<file path="src/rtl/gate_guard_regs.vh">
`ifndef GATE_GUARD_REGS_VH
`define GATE_GUARD_REGS_VH

// Clock period of core_clk in picoseconds and in nanoseconds.
`define CLK_PERIOD_PS 20000
`define CLK_PERIOD_NS 20

// Glitch filter: minimum pulse width per pF of filter capacitance, in ps.
`define GLITCH_PS_PER_PF 500

// Anti-overlap stage: forced dead time per pF of non-overlap capacitance, in ps.
`define DEAD_PS_PER_PF 500

// Local mode: generated non-overlap delay per pF of capacitance, in ps.
`define LOCAL_DEAD_PS_PER_PF 5500

// Desaturation blanking: 14 ns times (capacitance in pF plus 7).
`define BLANK_PS_PER_STEP 14000
`define BLANK_CAP_OFFSET_PF 7
`define BLANK_CAP_DEFAULT_PF 8'h44

// Fault latch period in milliseconds and its cycle count at core_clk.
// The count is 14 ms over 20 ns, sized to the latch counter width.
`define FAULT_LATCH_MS 14
`define FAULT_LATCH_CYCLES 20'haae60

// Counter widths.
`define LATCH_CNT_W 20
`define TIME_CNT_W 16
`define TIME_CNT_MAX 16'hffff

`endif

</file>
<file path="src/rtl/pwm_glitch_filter.v">
module pwm_glitch_filter
(
  // Clock and reset.
  input  wire        core_clk,
  input  wire        arst_n,
  // Filter setting in cycles, at least one.
  input  wire [15:0] min_cycles,
  // Raw and filtered pulse.
  input  wire        pulse_in,
  output wire        pulse_out
);

  reg [15:0] run_q;
  reg        out_q;

  // A new level must hold for min_cycles samples before the output follows.
  // This rejects short pulses of either polarity and delays every edge that
  // passes by the same amount, so duty cycle is preserved.
  always @(posedge core_clk or negedge arst_n)
  begin
    if (!arst_n)
    begin
      run_q <= 16'h0000;
      out_q <= 1'b0;
    end
    else if (pulse_in != out_q)
    begin
      if (run_q + 16'h0001 >= min_cycles)
      begin
        out_q <= pulse_in;
        run_q <= 16'h0000;
      end
      else
      begin
        run_q <= run_q + 16'h0001;
      end
    end
    else
    begin
      run_q <= 16'h0000;
    end
  end

  assign pulse_out = out_q;

endmodule

</file>
<file path="src/rtl/fault_latch.v">
module fault_latch
#(
  parameter [19:0] LATCH_CYCLES = 20'haae60
)
(
  // Clock and reset.
  input  wire core_clk,
  input  wire arst_n,
  // Raw fault condition and latched fault state.
  input  wire raw_fault,
  output wire fault_active
);

  reg [19:0] left_q;
  reg        fault_q;

  // The fault is held for LATCH_CYCLES cycles however brief the cause, then
  // stays set for as long as the cause persists. Reset starts in the fault
  // state with the timer expired so that power-up waits only for the cause.
  always @(posedge core_clk or negedge arst_n)
  begin
    if (!arst_n)
    begin
      fault_q <= 1'b1;
      left_q  <= 20'h00000;
    end
    else if (!fault_q)
    begin
      if (raw_fault)
      begin
        fault_q <= 1'b1;
        left_q  <= LATCH_CYCLES - 20'h00001;
      end
    end
    else if (left_q != 20'h00000)
    begin
      left_q <= left_q - 20'h00001;
    end
    else if (!raw_fault)
    begin
      fault_q <= 1'b0;
    end
  end

  assign fault_active = fault_q;

endmodule

</file>
<file path="src/rtl/gate_driver_fault_pwm_guard.v">
`include "gate_guard_regs.vh"

// What this block does
// - Filter rejects PWM pulses of either polarity shorter than 0.5 ns per pF.
// - Edges passing the filter are delayed by exactly the filter time.
// - Gates never on together; forced dead time of 0.5 ns per pF outside local mode.
// - Inputs already spaced by the dead time pass with no extra delay.
// - Missing secondary supply raises the primary fault.
// - Desat comparator ignored during blanking after gate rise, then raises desat fault.
// - Blanking time is 14 ns times (capacitance pF plus 7), default 68 pF.
// - A desat fault turns the gate off via soft shutdown.
// - Miller clamp enabled whenever the gate is driven off and no soft shutdown is active.
// - Primary fault is input lockout OR primary power-good lost OR a secondary supply missing.
// - Every combined fault raised after reset stays latched for 14 ms at least.
// - Latched primary fault: both fault outputs low, both gates off, converter off.
// - Primary fault still present after latch keeps the fault state.
// - After primary fault clears, converter on; each PWM resumes at its next rise.
// - Side fault output is primary fault OR that side's fault.
// - Side fault is supply lockout OR power-good lost OR desat fault.
// - Latched side fault holds gate off; entering fault uses soft shutdown.
// - Side fault persisting keeps gate off; resume at next PWM rise.
// - Supply lockout decisions use hysteresis between two thresholds.
// - Local mode derives both drives from high input with own non-overlap.
module gate_driver_fault_pwm_guard
#(
  parameter [19:0] LATCH_CYCLES = `FAULT_LATCH_CYCLES
)
(
  // Clock and reset.
  input  wire       core_clk,
  input  wire       arst_n,
  // PWM inputs from the controller, after the differential receivers.
  input  wire       low_side_pwm_in,
  input  wire       high_side_pwm_in,
  // Board settings: mode strap and capacitances in pF.
  input  wire       local_mode,
  input  wire [7:0] glitch_cap_pf,
  input  wire [7:0] dead_cap_pf,
  input  wire [7:0] local_dead_cap_pf,
  input  wire [7:0] blank_cap_pf,
  // Primary supervision: input supply comparators and regulator power-good.
  input  wire       vin_above_high_thr,
  input  wire       vin_above_low_thr,
  input  wire       prim_power_good,
  // Secondary supervision, index 0 low side, index 1 high side.
  input  wire [1:0] sec_present,
  input  wire [1:0] sec_above_high_thr,
  input  wire [1:0] sec_above_low_thr,
  input  wire [1:0] sec_power_good,
  // Desaturation comparators, high when drain sense is above threshold.
  input  wire       low_drain_sense,
  input  wire       high_drain_sense,
  // Gate drive, soft shutdown and Miller clamp controls.
  output wire       low_gate_drive,
  output wire       high_gate_drive,
  output wire       low_soft_shutdown,
  output wire       high_soft_shutdown,
  output wire       low_miller_clamp,
  output wire       high_miller_clamp,
  // Isolated converter enable.
  output wire       converter_enable,
  // Open-drain fault outputs, pulled low while the enable is high.
  output wire       low_side_fault_out,
  output wire       low_side_fault_out_oe,
  output wire       high_side_fault_out,
  output wire       high_side_fault_out_oe
);

  // Rounds a time in ps up to whole cycles, never below one cycle.
  function [15:0] ps_to_cycles;
    input [31:0] ps;
    reg   [31:0] c;
    begin
      c = (ps + `CLK_PERIOD_PS - 1) / `CLK_PERIOD_PS;
      if (c == 32'h00000000)
      begin
        c = 32'h00000001;
      end
      ps_to_cycles = c[15:0];
    end
  endfunction

  wire [15:0] glitch_cyc;
  wire [15:0] dead_cyc;
  wire [15:0] local_dead_cyc;
  wire [15:0] blank_cyc;
  wire [15:0] active_dead_cyc;
  wire        filt_low;
  wire        filt_high;
  wire [1:0]  req;
  wire [1:0]  req_rise;
  wire [1:0]  drain_hi;
  wire        prim_raw;
  wire [1:0]  side_raw;
  wire        prim_flt;
  wire [1:0]  side_flt;
  reg  [1:0]  eff;
  reg  [1:0]  start;
  reg  [1:0]  gate_d;
  reg  [1:0]  soft_d;

  reg  [1:0]  req_q;
  reg         prim_lock_q;
  reg  [1:0]  sec_lock_q;
  reg  [1:0]  desat_q;
  reg  [1:0]  allow_q;
  reg  [1:0]  gate_q;
  reg  [1:0]  soft_q;
  reg  [1:0]  clamp_q;
  reg  [1:0]  side_flt_prev_q;
  reg  [15:0] off_cnt_q [0:1];
  reg  [15:0] blank_cnt_q [0:1];
  reg         conv_en_q;
  reg  [1:0]  fault_oe_q;
  integer     s, k, m, n;

  // Settings turn into cycle counts; they are straps, so they may change
  // only while the gates are held off.
  assign glitch_cyc     = ps_to_cycles({24'h000000, glitch_cap_pf} * `GLITCH_PS_PER_PF);
  assign dead_cyc       = ps_to_cycles({24'h000000, dead_cap_pf} * `DEAD_PS_PER_PF);
  assign local_dead_cyc = ps_to_cycles({24'h000000, local_dead_cap_pf}
                                       * `LOCAL_DEAD_PS_PER_PF);
  assign blank_cyc      = ps_to_cycles(({24'h000000, blank_cap_pf} + `BLANK_CAP_OFFSET_PF)
                                       * `BLANK_PS_PER_STEP);
  assign active_dead_cyc = local_mode ? local_dead_cyc : dead_cyc;

  // One glitch filter per PWM input.
  pwm_glitch_filter u_filt_low
  (
    .core_clk   (core_clk),
    .arst_n     (arst_n),
    .min_cycles (glitch_cyc),
    .pulse_in   (low_side_pwm_in),
    .pulse_out  (filt_low)
  );

  pwm_glitch_filter u_filt_high
  (
    .core_clk   (core_clk),
    .arst_n     (arst_n),
    .min_cycles (glitch_cyc),
    .pulse_in   (high_side_pwm_in),
    .pulse_out  (filt_high)
  );

  // In local mode the low side is the complement of the high input; the
  // anti-overlap stage then provides the spacing that the controller omits.
  assign req[0]   = local_mode ? ~filt_high : filt_low;
  assign req[1]   = filt_high;
  assign req_rise = req & ~req_q;
  assign drain_hi = {high_drain_sense, low_drain_sense};

  // Supply lockout with hysteresis: set below the low threshold, cleared
  // only above the high one, so a supply hovering in between stays put.
  always @(posedge core_clk or negedge arst_n)
  begin
    if (!arst_n)
    begin
      prim_lock_q <= 1'b1;
      sec_lock_q  <= 2'b11;
    end
    else
    begin
      if (!vin_above_low_thr)
      begin
        prim_lock_q <= 1'b1;
      end
      else if (vin_above_high_thr)
      begin
        prim_lock_q <= 1'b0;
      end
      for (k = 0; k < 2; k = k + 1)
      begin
        if (!sec_above_low_thr[k])
        begin
          sec_lock_q[k] <= 1'b1;
        end
        else if (sec_above_high_thr[k])
        begin
          sec_lock_q[k] <= 1'b0;
        end
      end
    end
  end

  // Raw fault causes, combined before latching.
  assign prim_raw = prim_lock_q | ~prim_power_good
                  | ~sec_present[0] | ~sec_present[1];
  assign side_raw = sec_lock_q | ~sec_power_good | desat_q;

  // Latches for the primary fault and each side fault.
  fault_latch #(.LATCH_CYCLES (LATCH_CYCLES)) u_latch_prim
  (
    .core_clk     (core_clk),
    .arst_n       (arst_n),
    .raw_fault    (prim_raw),
    .fault_active (prim_flt)
  );

  fault_latch #(.LATCH_CYCLES (LATCH_CYCLES)) u_latch_low
  (
    .core_clk     (core_clk),
    .arst_n       (arst_n),
    .raw_fault    (side_raw[0]),
    .fault_active (side_flt[0])
  );

  fault_latch #(.LATCH_CYCLES (LATCH_CYCLES)) u_latch_high
  (
    .core_clk     (core_clk),
    .arst_n       (arst_n),
    .raw_fault    (side_raw[1]),
    .fault_active (side_flt[1])
  );

  // Next gate state. A side may switch on only when the other gate has been
  // off for the dead time; if both try to start in the same cycle neither
  // does, which is safer than picking a winner on an overlapping input.
  always @*
  begin
    eff    = 2'b00;
    start  = 2'b00;
    gate_d = 2'b00;
    soft_d = 2'b00;
    for (s = 0; s < 2; s = s + 1)
    begin
      eff[s]   = req[s] & allow_q[s] & ~prim_flt & ~side_flt[s];
      start[s] = eff[s] & ~gate_q[s] & ~gate_q[1-s]
               & (off_cnt_q[1-s] >= active_dead_cyc);
      soft_d[s] = side_flt[s] & (soft_q[s] | ~side_flt_prev_q[s]);
    end
    for (s = 0; s < 2; s = s + 1)
    begin
      gate_d[s] = eff[s] & (gate_q[s] | (start[s] & ~start[1-s]));
    end
  end

  // Drive permission per side. It drops on the primary fault or that side's own fault and comes back only on
  // a rising request edge once both of those are clear, so a gate never resumes
  // in the middle of a PWM high phase that began during a fault.
  always @(posedge core_clk or negedge arst_n)
  begin
    if (!arst_n)
    begin
      allow_q <= 2'b00;
      req_q   <= 2'b11;
    end
    else
    begin
      req_q <= req;
      for (m = 0; m < 2; m = m + 1)
      begin
        if (prim_flt || side_flt[m])
        begin
          allow_q[m] <= 1'b0;
        end
        else if (req_rise[m])
        begin
          allow_q[m] <= 1'b1;
        end
      end
    end
  end

  // Gate, off-time and blanking counters per side. The off counter saturates
  // so inputs that were apart long enough pass straight through.
  always @(posedge core_clk or negedge arst_n)
  begin
    if (!arst_n)
    begin
      gate_q         <= 2'b00;
      soft_q         <= 2'b00;
      clamp_q        <= 2'b11;
      desat_q        <= 2'b00;
      side_flt_prev_q <= 2'b11;
      off_cnt_q[0]   <= `TIME_CNT_MAX;
      off_cnt_q[1]   <= `TIME_CNT_MAX;
      blank_cnt_q[0] <= 16'h0000;
      blank_cnt_q[1] <= 16'h0000;
    end
    else
    begin
      gate_q          <= gate_d;
      soft_q          <= soft_d;
      side_flt_prev_q <= side_flt;
      for (n = 0; n < 2; n = n + 1)
      begin
        // The clamp must not fight a soft shutdown in progress.
        clamp_q[n] <= ~gate_d[n] & ~soft_d[n];
        if (gate_q[n])
        begin
          off_cnt_q[n] <= 16'h0000;
        end
        else if (off_cnt_q[n] != `TIME_CNT_MAX)
        begin
          off_cnt_q[n] <= off_cnt_q[n] + 16'h0001;
        end
        if (!gate_q[n])
        begin
          blank_cnt_q[n] <= 16'h0000;
        end
        else if (blank_cnt_q[n] != blank_cyc)
        begin
          blank_cnt_q[n] <= blank_cnt_q[n] + 16'h0001;
        end
        // The comparator counts only once blanking has run out.
        desat_q[n] <= gate_q[n] & (blank_cnt_q[n] == blank_cyc) & drain_hi[n];
      end
    end
  end

  // Converter and fault pins. Fault pins are asserted out of reset and
  // follow the aggregation of primary and side faults.
  always @(posedge core_clk or negedge arst_n)
  begin
    if (!arst_n)
    begin
      conv_en_q  <= 1'b0;
      fault_oe_q <= 2'b11;
    end
    else
    begin
      conv_en_q     <= ~prim_flt;
      fault_oe_q[0] <= prim_flt | side_flt[0];
      fault_oe_q[1] <= prim_flt | side_flt[1];
    end
  end

  // Output mapping.
  assign low_gate_drive         = gate_q[0];
  assign high_gate_drive        = gate_q[1];
  assign low_soft_shutdown      = soft_q[0];
  assign high_soft_shutdown     = soft_q[1];
  assign low_miller_clamp       = clamp_q[0];
  assign high_miller_clamp      = clamp_q[1];
  assign converter_enable       = conv_en_q;
  assign low_side_fault_out     = 1'b0;
  assign low_side_fault_out_oe  = fault_oe_q[0];
  assign high_side_fault_out    = 1'b0;
  assign high_side_fault_out_oe = fault_oe_q[1];

endmodule

</file>
<file path="config.mk">
export PLATFORM = sky130hd
export DESIGN_NAME = gate_driver_fault_pwm_guard
export DESIGN_NICKNAME = d
export VERILOG_FILES = /design/src/rtl/pwm_glitch_filter.v /design/src/rtl/fault_latch.v /design/src/rtl/gate_driver_fault_pwm_guard.v
export VERILOG_INCLUDE_DIRS = /design/src /design/src/rtl
export SDC_FILE = /design/constraint.sdc
export NUM_CORES = 1
export LEC_CHECK = 0
export ABC_AREA = 1
export BUFFER_PORTS_ARGS = -buffer_cell sky130_fd_sc_hd__buf_2
export CAP_MARGIN = 0
export CORE_MARGIN = 1.5
export CORE_UTILIZATION = 46
export DETAILED_ROUTE_END_ITERATION = 6
export GPL_TIMING_DRIVEN = 0
export SYNTH_ARGS = -nofsm -noshare
export SYNTH_HDL_FRONTEND = slang
export SYNTH_SLANG_ARGS = --single-unit
</file>
<file path="constraint.sdc">
create_clock -name core_clk -period 4.15 [get_ports core_clk]
set_clock_uncertainty 0.2 [all_clocks]
set_input_delay 0.6225 -clock core_clk [delete_from_list [all_inputs] [get_ports core_clk]]
set_output_delay 0.6225 -clock core_clk [all_outputs]
set_load 0.02 [all_outputs]
</file>
==> flow_metrics.tcl, run 1 <==
set metrics [dict create \
    status "finished with violations" \
    failed_checks "hold timing, setup timing" \
    yosysMostFrequentCell "nand2_1" \
    cp.required_ns 4.31 \
    crit_family "simple AND/OR/NAND/NOR gates" \
    diodes 0 \
    multi_input_area_mm2 0.0208 \
    min_period_ns 12.47 \
    hold_path.class "in -> async" \
    row_count 84 \
    finalNetCount 4569 \
    num_vias 24800 \
    slew_viol_final 0 \
    synth_top_area_frac 0.149 \
    rsz0062_at_grt "true" \
    antenna_found_initial 0 \
    die_w_um 235 \
    synth_area_leaders "nand2_1 15%, dfrtp_1 14%, inv_1 10%" \
    crit_buf_inv 15 \
    grt_first_pass_wirelength_um 104000 \
    dpl_worst_slack_ns -9.83 \
    syn_area_per_cell_um2 6.51 \
    clock-sinks 181 \
    hold_violations 11 \
    clkTransAtPathRegs_ns 0.07 \
    min_period_over_period 3.01 \
    yosysSeqAreaShare 0.186 \
    ys_seq_elements 181 \
    ant_nets 0 \
    io_pins 61 \
    relSlewSlack 0.363 \
    drive_gt1_frac 0.296 \
    grt_pass1_vias 22800 \
    first_iter_violations 1095 \
    placed_cell_area_mm2 0.0270 \
    synth_common_cells "984 x nand2_1, 684 x inv_1, 372 x nor2_1" \
    regArea_mm2 0.00459 \
    clock-root-buffer "clkbuf_16" \
    viasPerCell 5.04 \
    place_hpwl_um 46000 \
    slowest_delay_ns 0.60 \
    overflow 0 \
    drcViolationCount 0 \
    grt_max_degree 98 \
    start_util 0.467 \
    synth_top_area_cell "nand2_1" \
    slowest_stage "fa_2" \
    path_max_fanout 8 \
    io_buffer_count 58 \
    synthCells 3798 \
    setup_ws_ns -8.32 \
    syn_to_final_growth_pct 33.4 \
    tightest_slew_ns 0.948 \
    syn_area_mm2 0.0247 \
    fill_cells 4894 \
    numCtsBuffers 17 \
    fp.dieH_um 235 \
    cap_viol_max_count 0 \
    die_area_mm2 0.0551 \
    synth_ff_type "dfrtp_1" \
    end_kind "flip-flop" \
    clockBufferDepth 2 \
    cp_data_arrival_time_ns 12.63 \
    cts_hold_buf 0 \
    grt_usage 0.218 \
    async_flop_share 1.00 \
    synth_edf_count 0 \
    start_kind "primary input" \
    yosysWarnings 0 \
    critPathKind "in -> reg" \
    synth_cell_type_count 65 \
    firstDrtPassIters 5 \
    htreeDepth 4 \
    cts_tree "done" \
    clk_latency_ns 0.44 \
    hold-worst-slack_ns -0.0263 \
    gp_congestion 0.841 \
    wire_per_inst_um 13.0 \
    fin_area_mm2 0.0330 \
    max_freq_mhz 80.2 \
    setup_viol 34 \
    wirelength_um 64100 \
    core_mm2 0.0529 \
]
-- sequential cells by signal, indices dropped and copies added, names as in the netlist, 2 cells and up --
signal               count
req_q                    2
u_filt_low.run_q        16
blank_cnt_q             32
u_latch_prim.left_q     20
clamp_q                  2
fault_oe_q               2
u_latch_low.left_q      20
allow_q                  2
side_flt_prev_q          2
sec_lock_q               2
off_cnt_q               32
u_latch_high.left_q     20
desat_q                  2
gate_q                   2
soft_q                   2
u_filt_high.run_q       16
-- per-layer routing --
metal,vias up,routed length [µm],global-route usage,part of all wire
li1,12900,-,-,-
met1,11400,31000,0.310,0.48
met2,348,30600,0.366,0.48
met3,71,1590,0.0176,0.025
met4,0,863,0.0396,0.013
met5,-,0,0,0
-- through the flow --
stage | util | cells | setup TNS [ns] | hold slack [ns]
floorplan | - | 3823 | -206.67 | 0.127
global placement | 0.509 | 4569 | -380.28 | 0.176
detailed placement | 0.510 | 4570 | -271.71 | 0.177
CTS | 0.575 | 4794 | -228.53 | 0.00387
global route | 0.624 | 4924 | -252.19 | 0.0215
finish | 0.624 | 4924 | -229.06 | -0.0263
-- layout make-up --
type	count	share of cell area
Buffer	31	0.00930
Clock buffer	19	0.0134
Clock inverter	13	0.00380
Inverter	714	0.0829
Multi-Input combinational cell	2901	0.631
Sequential cell	181	0.139
Tap cell	688	0.0261
Timing Repair Buffer	377	0.0943
-- worst paths after layout --
check	from	to	slack, ns	cells after the start
max	local_dead_cap_pf[5]	clamp_q[0]	-8.32	83
min	arst_n	u_latch_low.left_q[12]	-0.03	1
max reg2reg	u_latch_high.left_q[0]	u_latch_high.left_q[19]	0.69	28
min reg2reg	u_latch_high.fault_active	side_flt_prev_q[1]	0.19	0
max in group asynchronous	arst_n	fault_oe_q[1]	2.86	2
min in group core_clk	sec_above_low_thr[0]	sec_lock_q[0]	0.13	2
-- worst register-to-register path: cells and delay by family (launching register included) --
kind                     cells  cell delay (ns)
AND/OR/NAND/NOR             17             1.81
buffers and inverters        9             0.67
flip-flops                   1             0.33
adder cells (fa/ha/maj)      1             0.19
AO/OA/AOI/OAI                1             0.14
-- cells in the final DEF (no fill, tap or decap), types with 12 or more instances in the layout --
| cell type | count |
|---|---|
| buf_6 | 40 |
| buf_4 | 284 |
| inv_1 | 619 |
| buf_2 | 49 |
| dfrtp_1 | 135 |
| inv_2 | 78 |
| fa_1 | 95 |
| nor3_1 | 71 |
| xnor2_1 | 35 |
| inv_4 | 12 |
| nand2_4 | 91 |
| xor2_1 | 122 |
| buf_12 | 12 |
| a31oi_1 | 14 |
| nor2_2 | 36 |
| o21ai_0 | 108 |
| clkbuf_16 | 18 |
| a21oi_2 | 27 |
| conb_1 | 26 |
| nand3_1 | 241 |
| nand4_1 | 86 |
| nand2_1 | 725 |
| nand3_4 | 31 |
| nor2_1 | 294 |
| a21oi_1 | 102 |
| nand3_2 | 65 |
| ha_4 | 25 |
| o21ai_2 | 16 |
| ha_1 | 171 |
| nand3b_1 | 16 |
| o21ai_1 | 13 |
| dfstp_2 | 46 |
| nor2_4 | 73 |
| nand2_2 | 215 |
| nor4_1 | 24 |
| nand2_8 | 12 |
| a21oi_4 | 17 |
-- repair_timing --
item	in CTS	in global routing
cloned	10	3
resized for setup	341	383
setup endpoints to repair	34	34
setup buffers	182	128
pin swaps	206	287
hold endpoints to repair	0	0
-- logic make-up after synthesis --
group / after synthesis / synth area share
AOI/OAI and AO/OA: 381 / 0.0890
xor gates and xnor gates: 176 / 0.0633
adders and majority gates: 298 / 0.180
buffers and inverters: 745 / 0.118
DFF: 181 / 0.186
other: 1 / 0.000152
and+or+nand+nor: 2016 / 0.364
Power of run 1 is not shown: default switching activity piles up to over one toggle a cycle in this logic, so the estimate is an artifact.
==> run 2: changes to the inputs <==
- clock period: 4.15 -> 12.59 ns (I/O delays scaled with it)
==> run 2 against run 1 <==
Compared with the run above: the run ends with setup timing left; via count is 0.39% higher; routed wire length decreased by 1.3%; sequential cell count unchanged; first-iteration DRC count up 3.5%; final area down 0.98%; final cell count fell by 0.47%; non-clock buffer count down 22; largest cell class unchanged.
==> flow_metrics.tcl, run 2 (same netlist as run 1, synthesis figures left out) <==
set metrics [dict create \
    min_period_ns 13.81 \
    first_iter_violations 1133 \
    htreeDepth 4 \
    wirelength_um 63200 \
    tightest_slew_ns 0.909 \
    cp.required_ns 12.76 \
    reg.largest.list "blank_cnt_q: 32 flops, off_cnt_q: 32 flops" \
    regArea_mm2 0.00459 \
    finalNetCount 4546 \
    clock-root-buffer "clkbuf_16" \
    grt_max_degree 96 \
    drive_gt1_frac 0.282 \
    diodes 0 \
    relSlewSlack 0.389 \
    multi_input_area_mm2 0.0207 \
    io_buffer_count 58 \
    clock-sinks 181 \
    critPathKind "in -> reg" \
    row_count 84 \
    grt_usage 0.219 \
    clkTransAtPathRegs_ns 0.07 \
    numCtsBuffers 17 \
    firstDrtPassIters 5 \
    die_w_um 235 \
    cp_data_arrival_time_ns 13.98 \
    fin_util 0.617 \
    final_cell_mix "740 x nand2_1, 631 x inv_1, 286 x nor2_1, 259 x buf_4, 229 x nand3_1" \
    layout_commonest_cell "nand2_1" \
    cts_tree "done" \
    grt_pass1_vias 23300 \
    cts_hold_buf 0 \
    critPathMostFrequentCell "nand2_4" \
    die_area_mm2 0.0551 \
    io_pins 61 \
    setup_ws_ns -1.22 \
    wire_per_inst_um 12.9 \
    min_period_over_period 1.10 \
    crit_family "simple AND/OR/NAND/NOR gates" \
    viasPerCell 5.08 \
    setup_viol 24 \
    syn_to_final_growth_pct 32.1 \
    clk_latency_ns 0.44 \
    dpl_worst_slack_ns -2.28 \
    end_kind "flip-flop" \
    path_max_fanout 8 \
    drcViolationCount 0 \
    slew_viol_final 0 \
    rsz0062_at_grt "true" \
    r2r-start "u_latch_high.left_q[0]" \
    fill_cells 4756 \
    max_freq_mhz 72.4 \
    ant_nets 0 \
    start_util 0.467 \
    antenna_found_initial 0 \
    num_vias 24900 \
    start_kind "primary input" \
    status "finished with violations" \
    hold_violations 0 \
    place_hpwl_um 45000 \
    clockBufferDepth 2 \
    crit_buf_inv 18 \
    hold_path.class "reg -> reg" \
    min_from "u_latch_high.fault_active" \
    cap_viol_max_count 0 \
    overflow 0 \
    core_mm2 0.0529 \
    crit_start "local_dead_cap_pf[7]" \
    failed_checks "setup timing" \
    slowest_delay_ns 0.61 \
    fp.dieH_um 235 \
    gp_congestion 0.846 \
    grt_first_pass_wirelength_um 105000 \
    slowest_stage "fa_2" \
]
## run 2: path summary, 6_finish.rpt
| kind | to | slack (ns) | cells after the start |
|---|---|---|---|
| min in group asynchronous | blank_cnt_q[20] | 1.24 | 1 |
| max | clamp_q[0] | -1.22 | 82 |
| max in group asynchronous | off_cnt_q[5] | 10.04 | 2 |
| max reg2reg | u_latch_high.left_q[19] | 9.04 | 28 |
| min | side_flt_prev_q[1] | 0.18 | 0 |
| min reg2reg | side_flt_prev_q[1] | 0.18 | 0 |
## run 2: routing by layer
metal	GRT usage	wire length (µm)	up-vias
met4	0.0384	961	0
met2	0.387	31300	302
met5	0	0	-
met3	0.0162	1160	69
met1	0.296	29800	11600
li1	-	-	12900
## run 2: metrics by stage
step / setup TNS, ns / hold slack, ns / area (µm²) / instances
after CTS: -11.23 / 0.188 / 29800 / 4778
after detailed placement: -52.18 / 0.181 / 26300 / 4570
after floorplan: -0.375 / 0.167 / 25100 / 3823
after global routing: -28.47 / 0.201 / 32600 / 4901
after global placement: -52.37 / 0.180 / 26300 / 4569
final: -13.66 / 0.185 / 32600 / 4901
## run 2: area by class of cell
class / count / share of cell area
plain buffers: 31 / 0.00912
clock buffers: 19 / 0.0133
clock inverters: 13 / 0.00525
inverters: 714 / 0.0839
multi-input cells: 2900 / 0.633
flip-flops and latches: 181 / 0.141
well taps: 688 / 0.0264
repair buffers: 355 / 0.0886
## run 2: repair_timing
action	4_1_cts	5_1_grt
cloned	10	1
gates resized for setup	353	489
buffers inserted	166	126
endpoints found under the hold margin	0	0
endpoints found under the setup margin	24	33
pin swaps	186	363
Power of run 2 is left out for the same reason.
